$ cat src/logic/npc_consts.svh
`ifndef NPC_CONSTS_SVH
`define NPC_CONSTS_SVH
// Register offsets on the plain register port
`define NPC_OFF_OWNER 8'h0C
`define NPC_OFF_LOCK 8'h0D
`define NPC_OFF_PAGE 8'h88
`define NPC_OFF_CMD 8'h89
`define NPC_OFF_CRC 8'h8A
`define NPC_OFF_BUSY 8'h8B
`define NPC_OFF_CRCST 8'h8C
`define NPC_OFF_IRQST 8'h90
`define NPC_OFF_IRQMASK 8'h91
// Bit positions
`define NPC_BIT_IFSEL 0
`define NPC_BIT_ENGRST 1
`define NPC_BIT_LOCK 0
`define NPC_BIT_PROG 0
`define NPC_BIT_ERASE 1
`define NPC_BIT_ERPROG 2
`define NPC_BIT_FIXED 3
`define NPC_BIT_CALC 0
`define NPC_BIT_RDBUSY 0
`define NPC_BIT_ERBUSY 1
`define NPC_BIT_PGBUSY 2
`define NPC_BIT_CRCRUN 0
`define NPC_BIT_CRCGOOD 1
// Interrupt status bits
`define NPC_IRQ_OPDONE 0
`define NPC_IRQ_CRCDONE 1
`define NPC_IRQ_REFUSED 2
// Reset values
`define NPC_ZERO8 8'h00
`define NPC_ZERO4 4'h0
`define NPC_ZERO3 3'h0
// Timing: clock 20 MHz, fixed write time 8 ms
`define NPC_CLK_HZ 20000000
`define NPC_FIXED_MS 8
`define NPC_FIXED_CYC ((`NPC_CLK_HZ / 1000) * `NPC_FIXED_MS)
`define NPC_VAR_CYC_DEF (`NPC_FIXED_CYC / 2)
`define NPC_CRC_CYC_DEF 256
`define NPC_CNT_W 20
`define NPC_CNT_ONE 20'h00001
`endif

$ cat src/logic/npc_pkg.sv
package npc_pkg;
	// Sequencer states, one-hot
	typedef enum logic [4:0] {
		NPC_IDLE = 5'b00001,
		NPC_ERASE = 5'b00010,
		NPC_PROG = 5'b00100,
		NPC_CRC = 5'b01000,
		NPC_READ = 5'b10000
	} npc_state_type;
endpackage : npc_pkg

$ cat src/logic/npc_nvm_page_program_control.sv
// Strobed register access was chosen for this implementation.
`include "npc_consts.svh"
`timescale 1ns/1ps
`default_nettype none
module npc_nvm_page_program_control
	import npc_pkg::*;
#(
	parameter logic [19:0] FIXED_CYC = 20'(`NPC_FIXED_CYC), // 8 ms at 20 MHz
	parameter logic [19:0] VAR_CYC = 20'(`NPC_VAR_CYC_DEF), // Variable time, below 8 ms
	parameter logic [19:0] CRC_CYC = 20'(`NPC_CRC_CYC_DEF) // Checksum pass length
) (
	input wire logic clk, // System clock, 20 MHz
	input wire logic sys_rst, // Async reset, active high
	input wire logic [7:0] regAddr, // Register address
	input wire logic [7:0] regWrData, // Write data
	input wire logic regWr, // Write strobe
	input wire logic regRd, // Read strobe
	output logic [7:0] regRdData, // Read data, cycle after strobe
	input wire logic crcMatch, // Stored checksum equals calculated
	output logic ifOwner, // Interface owns resources
	output logic engineReset, // Compensation engine held in reset
	output logic [3:0] nvmPage, // Page under operation
	output logic nvmErase, // Erase pulse level to array
	output logic nvmProgram, // Program level to array
	output logic nvmRead, // Read level for checksum pass
	output logic irq // Level interrupt
);

	logic ownerIf_q, engRst_q, lock_q, fixedTime_q;
	logic [3:0] page_q;
	logic [2:0] cmdBits_q;
	logic calc_q;
	npc_state_type state_q;
	logic pendProg_q;
	logic [19:0] cnt_q;
	logic crcGood_q;
	logic [2:0] irqSt_q, irqMask_q;
	logic [7:0] rdData_q;
	logic wrOwner, wrLock, wrPage, wrCmd, wrCrc, wrIrqSt, wrIrqMask;
	logic idle, lastCycle, launchCmd, launchCrc, refuse;
	logic opDone, crcDone;
	logic [19:0] opLen;

	// Overview of the block
	// The host reaches every register through one plain port.
	// Writes take effect at the edge that samples the strobe.
	// Reads are registered, so data stands one cycle later.
	// Only one array operation runs at any time.
	// The sequencer owns the array strobes and the busy flags.
	// Commands land in small pending registers first.
	// A pending command launches only from the idle state.
	// Launch clears the pending bit, so a new write starts anew.
	// The lock blocks new launches but never aborts a running one.
	// Aborting mid-erase would leave a page half cleared.
	// Timing is counted in clock cycles, not in wall time.
	// The fixed time is derived from the clock rate.
	// The variable time is a parameter kept below the fixed one.
	// The checksum pass reads the array for a set number of cycles.
	// A compare cycle follows, sampling the match line once.
	// The match line is only meaningful in that compare cycle.
	// Events feed a sticky status with a mask beside it.
	// The interrupt is a level, registered one cycle late.
	// All outputs come from flip-flops to keep pins glitch free.

	// Hazards kept in mind
	// A clear and a new event in one cycle: the event wins.
	// Losing an event would hide a finished operation forever.
	// Two command bits at once: erase outranks program.
	// Erase first keeps the array in a known state.
	// A command written while busy waits, it is not lost.
	// The host is still asked to wait for idle before writing.
	// Refused writes raise a status bit so software can notice.

	// Write address decode
	// One decoded strobe per writable register; unmapped writes go nowhere.
	// Decoding is fully combinational, so strobes align with the bus.
	always_comb begin
		wrOwner = 1'b0;
		wrLock = 1'b0;
		wrPage = 1'b0;
		wrCmd = 1'b0;
		wrCrc = 1'b0;
		wrIrqSt = 1'b0;
		wrIrqMask = 1'b0;
		if (regWr && regAddr == `NPC_OFF_OWNER) begin
			wrOwner = 1'b1;
		end else if (regWr && regAddr == `NPC_OFF_LOCK) begin
			wrLock = 1'b1;
		end else if (regWr && regAddr == `NPC_OFF_PAGE) begin
			wrPage = 1'b1;
		end else if (regWr && regAddr == `NPC_OFF_CMD) begin
			wrCmd = 1'b1;
		end else if (regWr && regAddr == `NPC_OFF_CRC) begin
			wrCrc = 1'b1;
		end else if (regWr && regAddr == `NPC_OFF_IRQST) begin
			wrIrqSt = 1'b1;
		end else if (regWr && regAddr == `NPC_OFF_IRQMASK) begin
			wrIrqMask = 1'b1;
		end
	end

	// Launch conditions; commands seen while locked are dropped, while busy they wait
	// Launch needs idle and no lock, plus a pending bit.
	// Checksum waits for array commands, which take priority.
	// Refuse flags any attempt to start work under the lock.
	// The op length is chosen when the operation is loaded.
	assign idle = (state_q == NPC_IDLE);
	assign launchCmd = idle && !lock_q && (cmdBits_q != `NPC_ZERO3);
	assign launchCrc = idle && !lock_q && calc_q && (cmdBits_q == `NPC_ZERO3);
	assign refuse = (wrCmd && lock_q
		&& (regWrData[`NPC_BIT_ERPROG:`NPC_BIT_PROG] != `NPC_ZERO3))
		|| (wrCrc && lock_q && regWrData[`NPC_BIT_CALC]);
	assign lastCycle = (cnt_q == `NPC_CNT_ONE);
	assign opLen = fixedTime_q ? FIXED_CYC : VAR_CYC;

	// Owner control register
	always_ff @(posedge clk or posedge sys_rst) begin
		if (sys_rst) begin
			ownerIf_q <= 1'b0;
			engRst_q <= 1'b0;
		end else if (wrOwner) begin
			ownerIf_q <= regWrData[`NPC_BIT_IFSEL];
			engRst_q <= regWrData[`NPC_BIT_ENGRST];
		end
	end

	// Lock register
	always_ff @(posedge clk or posedge sys_rst) begin
		if (sys_rst) begin
			lock_q <= 1'b0;
		end else if (wrLock) begin
			lock_q <= regWrData[`NPC_BIT_LOCK];
		end
	end

	// Page pointer; upper bits are dropped
	always_ff @(posedge clk or posedge sys_rst) begin
		if (sys_rst) begin
			page_q <= `NPC_ZERO4;
		end else if (wrPage) begin
			page_q <= regWrData[3:0];
		end
	end

	// Command bits: set by write of one, cleared on launch
	always_ff @(posedge clk or posedge sys_rst) begin
		if (sys_rst) begin
			cmdBits_q <= `NPC_ZERO3;
			fixedTime_q <= 1'b0;
		end else if (wrCmd) begin
			// Writing zero leaves pending bits alone
			cmdBits_q <= (launchCmd ? `NPC_ZERO3 : cmdBits_q)
				| (lock_q ? `NPC_ZERO3 : regWrData[`NPC_BIT_ERPROG:`NPC_BIT_PROG]);
			fixedTime_q <= regWrData[`NPC_BIT_FIXED];
		end else if (launchCmd) begin
			cmdBits_q <= `NPC_ZERO3;
		end
	end

	// Checksum trigger bit
	always_ff @(posedge clk or posedge sys_rst) begin
		if (sys_rst) begin
			calc_q <= 1'b0;
		end else if (wrCrc && regWrData[`NPC_BIT_CALC] && !lock_q) begin
			calc_q <= 1'b1;
		end else if (launchCrc) begin
			calc_q <= 1'b0;
		end
	end

	// Operation sequencer; erase-and-program runs erase then program
	// Each busy state loads the counter on entry.
	// The counter runs down to one, then the state moves on.
	// So a state loaded with N stays exactly N cycles.
	// The combined operation reloads the counter for its program half.
	// The read state feeds the checksum; the compare state follows.
	// Unknown codes fall back to idle as a safety net.
	always_ff @(posedge clk or posedge sys_rst) begin
		if (sys_rst) begin
			state_q <= NPC_IDLE;
			pendProg_q <= 1'b0;
			cnt_q <= 20'h00000;
		end else begin
			case (state_q)
				NPC_IDLE: begin
					if (launchCmd && (cmdBits_q[`NPC_BIT_ERASE] || cmdBits_q[`NPC_BIT_ERPROG])) begin
						state_q <= NPC_ERASE;
						pendProg_q <= cmdBits_q[`NPC_BIT_ERPROG];
						cnt_q <= opLen;
					end else if (launchCmd) begin
						state_q <= NPC_PROG;
						cnt_q <= opLen;
					end else if (launchCrc) begin
						state_q <= NPC_READ;
						cnt_q <= CRC_CYC;
					end
				end
				NPC_ERASE: begin
					if (lastCycle && pendProg_q) begin
						state_q <= NPC_PROG;
						pendProg_q <= 1'b0;
						cnt_q <= opLen;
					end else if (lastCycle) begin
						state_q <= NPC_IDLE;
					end else begin
						cnt_q <= cnt_q - `NPC_CNT_ONE;
					end
				end
				NPC_PROG: begin
					if (lastCycle) begin
						state_q <= NPC_IDLE;
					end else begin
						cnt_q <= cnt_q - `NPC_CNT_ONE;
					end
				end
				NPC_READ: begin
					// Memory read pass feeds the checksum; compare follows
					if (lastCycle) begin
						state_q <= NPC_CRC;
					end else begin
						cnt_q <= cnt_q - `NPC_CNT_ONE;
					end
				end
				NPC_CRC: begin
					state_q <= NPC_IDLE;
				end
				default: begin
					state_q <= NPC_IDLE;
				end
			endcase
		end
	end

	// Checksum result latched at the end of the pass
	always_ff @(posedge clk or posedge sys_rst) begin
		if (sys_rst) begin
			crcGood_q <= 1'b0;
		end else if (state_q == NPC_CRC) begin
			crcGood_q <= crcMatch;
		end
	end

	// Events
	assign opDone = lastCycle && (state_q == NPC_PROG || (state_q == NPC_ERASE && !pendProg_q));
	assign crcDone = (state_q == NPC_CRC);

	// Interrupt status: set wins over write-one-to-clear
	// Bit 0 marks a finished erase or program operation.
	// Bit 1 marks a finished checksum pass.
	// Bit 2 marks a command refused under the lock.
	// The mask has the same layout; only unmasked bits raise irq.
	always_ff @(posedge clk or posedge sys_rst) begin
		if (sys_rst) begin
			irqSt_q <= `NPC_ZERO3;
			irqMask_q <= `NPC_ZERO3;
		end else begin
			irqSt_q <= (irqSt_q & ~(wrIrqSt ? regWrData[2:0] : `NPC_ZERO3))
				| {refuse, crcDone, opDone};
			if (wrIrqMask) begin
				irqMask_q <= regWrData[2:0];
			end
		end
	end

	// Read data, valid the cycle after the strobe; unmapped reads zero
	// Reading zero elsewhere keeps the bus free of stale values.
	// Busy and running flags come straight from the state register.
	// Status reads have no side effects; clears need a write.
	always_ff @(posedge clk or posedge sys_rst) begin
		if (sys_rst) begin
			rdData_q <= `NPC_ZERO8;
		end else if (regRd && regAddr == `NPC_OFF_OWNER) begin
			rdData_q <= {6'h00, engRst_q, ownerIf_q};
		end else if (regRd && regAddr == `NPC_OFF_LOCK) begin
			rdData_q <= {7'h00, lock_q};
		end else if (regRd && regAddr == `NPC_OFF_PAGE) begin
			rdData_q <= {4'h0, page_q};
		end else if (regRd && regAddr == `NPC_OFF_CMD) begin
			rdData_q <= {4'h0, fixedTime_q, cmdBits_q};
		end else if (regRd && regAddr == `NPC_OFF_CRC) begin
			rdData_q <= {7'h00, calc_q};
		end else if (regRd && regAddr == `NPC_OFF_BUSY) begin
			rdData_q <= {5'h00, state_q == NPC_PROG, state_q == NPC_ERASE,
				state_q == NPC_READ};
		end else if (regRd && regAddr == `NPC_OFF_CRCST) begin
			rdData_q <= {6'h00, crcGood_q, state_q == NPC_READ || state_q == NPC_CRC};
		end else if (regRd && regAddr == `NPC_OFF_IRQST) begin
			rdData_q <= {5'h00, irqSt_q};
		end else if (regRd && regAddr == `NPC_OFF_IRQMASK) begin
			rdData_q <= {5'h00, irqMask_q};
		end else begin
			rdData_q <= `NPC_ZERO8;
		end
	end

	// Registered outputs; array strobes lag state by one cycle
	// The lag is traded for clean, glitch-free array controls.
	// The page copy lags the register by one cycle as well.
	// Software reads busy back at the same edge the array strobe rises.
	// The compare cycle still sees the read strobe high through the lag.
	always_ff @(posedge clk or posedge sys_rst) begin
		if (sys_rst) begin
			nvmPage <= `NPC_ZERO4;
			nvmErase <= 1'b0;
			nvmProgram <= 1'b0;
			nvmRead <= 1'b0;
			irq <= 1'b0;
		end else begin
			nvmPage <= page_q;
			nvmErase <= (state_q == NPC_ERASE);
			nvmProgram <= (state_q == NPC_PROG);
			nvmRead <= (state_q == NPC_READ);
			irq <= |(irqSt_q & irqMask_q);
		end
	end

	assign regRdData = rdData_q;
	assign ifOwner = ownerIf_q;
	assign engineReset = engRst_q;

endmodule : npc_nvm_page_program_control
`default_nettype wire

$ cat config.mk
export PLATFORM = sky130hd
export DESIGN_NAME = npc_nvm_page_program_control
export DESIGN_NICKNAME = d
export VERILOG_FILES = /design/src/logic/npc_pkg.sv /design/src/logic/npc_nvm_page_program_control.sv
export VERILOG_INCLUDE_DIRS = /design/src /design/src/logic
export SDC_FILE = /design/constraint.sdc
export NUM_CORES = 1
export LEC_CHECK = 0
export ABC_AREA = 1
export CELL_PAD_IN_SITES_DETAIL_PLACEMENT = 1
export CELL_PAD_IN_SITES_GLOBAL_PLACEMENT = 1
export CORE_UTILIZATION = 50
export DETAILED_ROUTE_END_ITERATION = 8
export DONT_BUFFER_PORTS = 1
export GPL_TIMING_DRIVEN = 0
export PLACE_DENSITY_LB_ADDON = 0.1
export SKIP_LAST_GASP = 1
export SYNTH_ARGS = -nofsm -noshare
export SYNTH_HDL_FRONTEND = slang
export SYNTH_SLANG_ARGS = --single-unit
$ cat constraint.sdc
create_clock -name clk -period 2.9 [get_ports clk]
set_input_delay 0.145 -clock clk [delete_from_list [all_inputs] [get_ports clk]]
set_output_delay 0.145 -clock clk [all_outputs]
set_load 0.02 [all_outputs]
# Word-level counts from Yosys, hierarchy flattened
# Index checks and enable logic that the tools add are counted.
# op_classes
n_mux,60
mul,0
div,0
n_eq_ne,19
order_cmp,0
n_reduce_logical,47
shift,0
add_sub_neg,1
n_bitwise,5
# op_table
cell,count
20-bit two-way mux,5
20-bit case mux with 3 select lines,1
8-bit equality test (second input constant),7
1-bit two-way mux,32
1-bit logical AND,30
5-bit two-way mux,6
3-bit two-way mux,9
20-bit by 1-bit equality test with 1-bit output (second input constant),1
5-bit case mux with 4 select lines,1
20-bit by 1-bit subtractor with 20-bit output (second input constant),1
18-bit two-way mux,1
8-bit by 4-bit equality test with 1-bit output (second input constant),2
4-bit two-way mux,4
3-bit nonzero test,3
3-bit bitwise AND,2
3-bit bitwise OR,2
5-bit by 1-bit equality test with 1-bit output (second input constant),1
5-bit by 2-bit equality test with 1-bit output (second input constant),1
5-bit by 3-bit equality test with 1-bit output (second input constant),1
5-bit by 4-bit equality test with 1-bit output (second input constant),1
5-bit equality test (second input constant),1
1-bit logical OR,4
2-bit inequality test (second input constant),2
4-bit by 1-bit inequality test with 1-bit output (second input constant),1
other kinds (10),13
# totals
regBits,61
ram_bits,0
elab_cells,151
inputBits,21
latchBits,0
mem_count,0
romBits,0

# Longest topological paths before layout
# depth
word_depth,12
depth_mapped,10
depth_no_buf,10

# Worst setup path after synthesis
# Ideal clock, no wire load.
# synth_path
path_type,reg-to-reg
startpoint,register state_q[0]
endpoint,register cnt_q[17]
setup_ps,120
path_stages_with_launch,11
slack_ps,1340
required_time_ps,2780
t_arrival_ps,1440
path_cell_list,dfstp_2 inv_1 nand4_2 inv_2 nor2_4 nand2_4 nand2_8 inv_6 buf_12 nor2_2 a21oi_2
# synth_between
elab_chain_len,6
elab_cells_between_ends,16
cone_classes,eq/ne (5); mux (3); reduce/logical (8)
# synth_rtl
element,line,text
"start, declared",npc_nvm_page_program_control.sv:33,npc_state_type state_q;
"start signal, assigned",npc_nvm_page_program_control.sv:180,state_q <= NPC_IDLE;
"start signal, assigned",npc_nvm_page_program_control.sv:187,state_q <= NPC_ERASE;
"start signal, assigned",npc_nvm_page_program_control.sv:191,state_q <= NPC_PROG;
5-bit by 1-bit equality test with 1-bit output,"npc_nvm_page_program_control.sv:107, npc_nvm_page_program_control.sv:184",
1-bit logical AND,"npc_nvm_page_program_control.sv:108, npc_nvm_page_program_control.sv:109",
"1-bit logical AND, on equally long branches","npc_nvm_page_program_control.sv:108, npc_nvm_page_program_control.sv:109",
"20-bit two-way mux, or another cell as far along",npc_nvm_page_program_control.sv:190,end else if (launchCmd) begin
20-bit two-way mux or 4-bit by 1-bit inequality test with 1-bit output (tied branches),n/a,
20-bit case mux with 3 select lines or 2-bit AND reduction (tied branches),n/a,
"end signal, assigned",npc_nvm_page_program_control.sv:189,cnt_q <= opLen;
"end signal, assigned",npc_nvm_page_program_control.sv:192,cnt_q <= opLen;
"end signal, assigned",npc_nvm_page_program_control.sv:202,cnt_q <= opLen;
"end, declared",npc_nvm_page_program_control.sv:35,logic [19:0] cnt_q;
# Parallel ways exist; a longest one is shown, timed or not.
# A chain may end at the register's enable or synchronous reset.

# Worst setup path after layout
# layout_path
startpoint,register cnt_q[2]
endpoint,register cnt_q[19]
# layout_between
elab_chain_len,4
elab_cells_between_ends,6
cone_classes,add/sub (1); eq/ne (1); mux (3); reduce/logical (1)
# layout_rtl
element,line,text
20-bit by 1-bit subtractor with 20-bit output (no line) or 20-bit by 1-bit equality test with 1-bit output (tied branches),n/a,
20-bit two-way mux or 1-bit logical AND (tied branches),n/a,
20-bit two-way mux,npc_nvm_page_program_control.sv:199,if (lastCycle && pendProg_q) begin
20-bit case mux with 3 select lines *,npc_nvm_page_program_control.sv:184,case (state_q)
# Mark *: on every way between the ends. The rest lies on a longest branch, timed or not.

==> results.md <==
- Drt total wl: 10300 um
- DR vias/cell: approximately 5.6
- Initial antenna violation count: 0
- Overflow after GRT: 0
- Post-CTS setup buffers: 0
- P_leak: about 1.9 nW
- Worst-Skew Late Latency: between 0.3 and 0.4 ns
- CTS Root Cell: clkbuf_8
- Synthesized area: ~3600 sq um
- Layout fillers: just under 900
- Chip Height: 86.3 um
- Crit. End Element: flip-flop
- Final Hold Fails: 0
- Avg WL per Cell: roughly 17 um
- Post-CTS Resized: 0
- Share of layout cells above drive strength 1: 0.126
- Slowest cell on the critical path: dfrtp_1
- Peak supply drop: between 0.0004 and 0.0005 V
- Critical Path Max Stage Delay: around 0.40 ns
- Worst-path clk slew: approximately 0.07 ns
- Fin crit share: 0.657
- Yosys warnings: 0
- Req. time, crit path: ~3.2 ns
- Sequential area share after synthesis: 0.402
- Initial core utilization: 0.520
- Fin area: ~4000 sq um
- Core Box Area: between 6000 and 7000 sq um
- Seq cells post-synth: 57
- Final Total Pwr: 3.24 mW
- IO Port Bufs: 0
- Worst Hold Class: in -> reg
- Die Area: about 7500 sq um
- DR pass1 iterations: 4
- Initial drt markers: roughly 180
- Tot GR Track Use: 0.303
- Synthesized area per cell: between 7 and 8 sq um
- Global placer's final weighted congestion: roughly 0.94
- Status: complete, no violations
- Unique masters post-synth: 48
- Num CTS Buffers: 9
- Total number of vias: approximately 3300
- Setup-failing EPs final: 0
- Diodes inserted: 0
- Area of placed instances: around 3700 sq um
- IO Pins: 39
- Chip width: about 86 um
- Fmax: between 500 and 600 MHz
- Worst-margin pin slew: just under 0.5 ns
- Register Area: roughly 1400 sq um
- Worst slew margin: 0.670
- Largest net degree at the start of global routing: between 40 and 50
- Worst Slack Setup Final: 0.994 ns
- DP Wirelength: between 7000 and 8000 um
- Worst-path maximum fanout: 6
- Leading cell type in the layout, fill and taps excluded: nand2_1
- Area grow syn2layout: 10.8%
- Critical Path AT: about 2.2 ns
- First-pass GRT wire length: 17100 um
- Cell Chain, Critical Path: inv_1 > nand3_1 > nor2_1 > nand2_1 > nor3_2 > nand3_1 > nand2_1 > inv_1 > nor2_1
- Total of max-cap violations: 0
- CTS tree: done
- TNS Setup: 0 ns
- CTS Sinks: 57
- Std cell rows: 30
- Cells after synthesis: approximately 480
- Fin Clk Skew: 0.00941 ns
- Worst Setup Start Kind: flip-flop
- Max Slew Vio Count: 0
- Power Dens Cells: approximately 820 nW/um^2
- H-tree depth: 3
- Post-place setup slack: 1.03 ns
- Clk buf depth: 2
- Type of the worst setup path: reg -> reg
- Hold_buf cts: 5
- DRC viols: 0
- Antenna viol nets, final: 0
- Vias in the first global route: 3366
- Layout Nets: between 500 and 600
- Commonest cells after routing, fill and taps aside: nand2_1 (125), inv_1 (63), dfrtp_1 (56)
- Period minus WS final: 1.91 ns
- Multi-input gate area: roughly 1800 sq um
- RSZ-0062 raised after global routing: no
-- synthesized netlist by cell type, drive strengths merged --
library cell,instances,area share
o221ai,1,0.0025
o22ai,1,0.0018
mux2,2,0.0063
o311ai,1,0.0025
dfstp,1,0.0074
nand3b,2,0.0042
and2,2,0.0035
conb,1,0.0011
o211ai,3,0.0063
o2111ai,7,0.017
nand3,47,0.071
nand4,21,0.046
nor2,63,0.078
ha,2,0.0070
a21boi,1,0.0021
nand2,129,0.15
dfrtp,56,0.39
a21oi,5,0.0092
o31ai,2,0.0042
inv,67,0.072
nor3,8,0.013
a21o,2,0.0042
xnor2,1,0.0025
o2bb2ai,1,0.0025
o21ai,28,0.048
o211a,1,0.0028
o21a,4,0.0084
clkbuf,2,0.0021
buf,10,0.021
o32ai,1,0.0025
xor2,4,0.0099
-- flip-flops by register name (all words and copies together), names as in the netlist, 3 cells and up --
register   count
cnt_q         20
state_q        5
nvmPage        4
page_q         4
regRdData      4
cmdBits_q      3
irqMask_q      3
irqSt_q        3
-- worst max-delay path: cells and delay by family (launching register included) --
| kind | cells | cell delay, ns |
|---|---|---|
| flip-flops | 1 | 0.40 |
| AND/OR/NAND/NOR | 7 | 1.27 |
| buffers and inverters | 2 | 0.17 |
-- metrics by stage --
| stage | utilization | hold WS [ns] | cells |
|---|---|---|---|
| 5_1_grt | 0.577 | 0.0163 | 597 |
| 3_3_place_gp | 0.540 | 0.265 | 575 |
| 3_5_place_dp | 0.542 | 0.0318 | 576 |
| 2_1_floorplan | - | 0.262 | 479 |
| 6_report | 0.577 | 0.0116 | 597 |
| 4_1_cts | 0.577 | 0.00555 | 597 |
-- path summary, 6_finish.rpt --
path	cells after the start	slack (ns)	endpoint	start
worst min register to register	0	0.37	nvmPage[3]$_DFF_PP0_	page_q[3]$_DFFE_PP0P_
worst max-delay path	9	0.99	cnt_q[19]$_DFFE_PP0P_	cnt_q[2]$_DFFE_PP0P_
worst max register to register	9	0.99	cnt_q[19]$_DFFE_PP0P_	cnt_q[2]$_DFFE_PP0P_
min in group asynchronous	2	0.25	nvmPage[3]$_DFF_PP0_	sys_rst
worst min-delay path	2	0.01	irqSt_q[2]$_DFF_PP0_	regWrData[0]
max in group asynchronous	3	2.04	state_q[0]$_DFFE_PP1P_	sys_rst
-- kinds of logic (layout without fill, tap and decap cells) --
group           Yosys count  count (layout)  synth area share
simple gates            272             272             0.362
buf+inv                  79             101            0.0954
compound gates           58              58             0.114
flops                    57              57             0.402
xor+xnor                  5               5            0.0123
fa+ha+maj                 2               2           0.00704
mux                       2               2           0.00634
other cells               1               4           0.00105
-- metal layers --
layer | global-route usage | wire length, um
met1 | 0.422 | 4930
met2 | 0.476 | 4660
met3 | 0.0486 | 537
met4 | 0.115 | 161
met5 | 0 | 0
-- area by class of cell --
class | instances | area share
plain buffers | 12 | 0.0210
clock buffers | 12 | 0.0394
clock inverters | 4 | 0.00699
inverters | 67 | 0.0651
multi-input cells | 343 | 0.457
flip-flops and latches | 57 | 0.362
well taps | 96 | 0.0305
repair buffers | 6 | 0.0178
-- where the power goes --
| group | total, mW | switching, mW | internal (mW) | leakage [nW] |
|---|---|---|---|---|
| Combinational | 1.47 | 1.00 | 0.465 | 1.10 |
| Clock | 0.692 | 0.337 | 0.355 | 0.0846 |
| Sequential | 1.07 | 0.150 | 0.925 | 0.741 |
(Power assumes the default switching activity.)
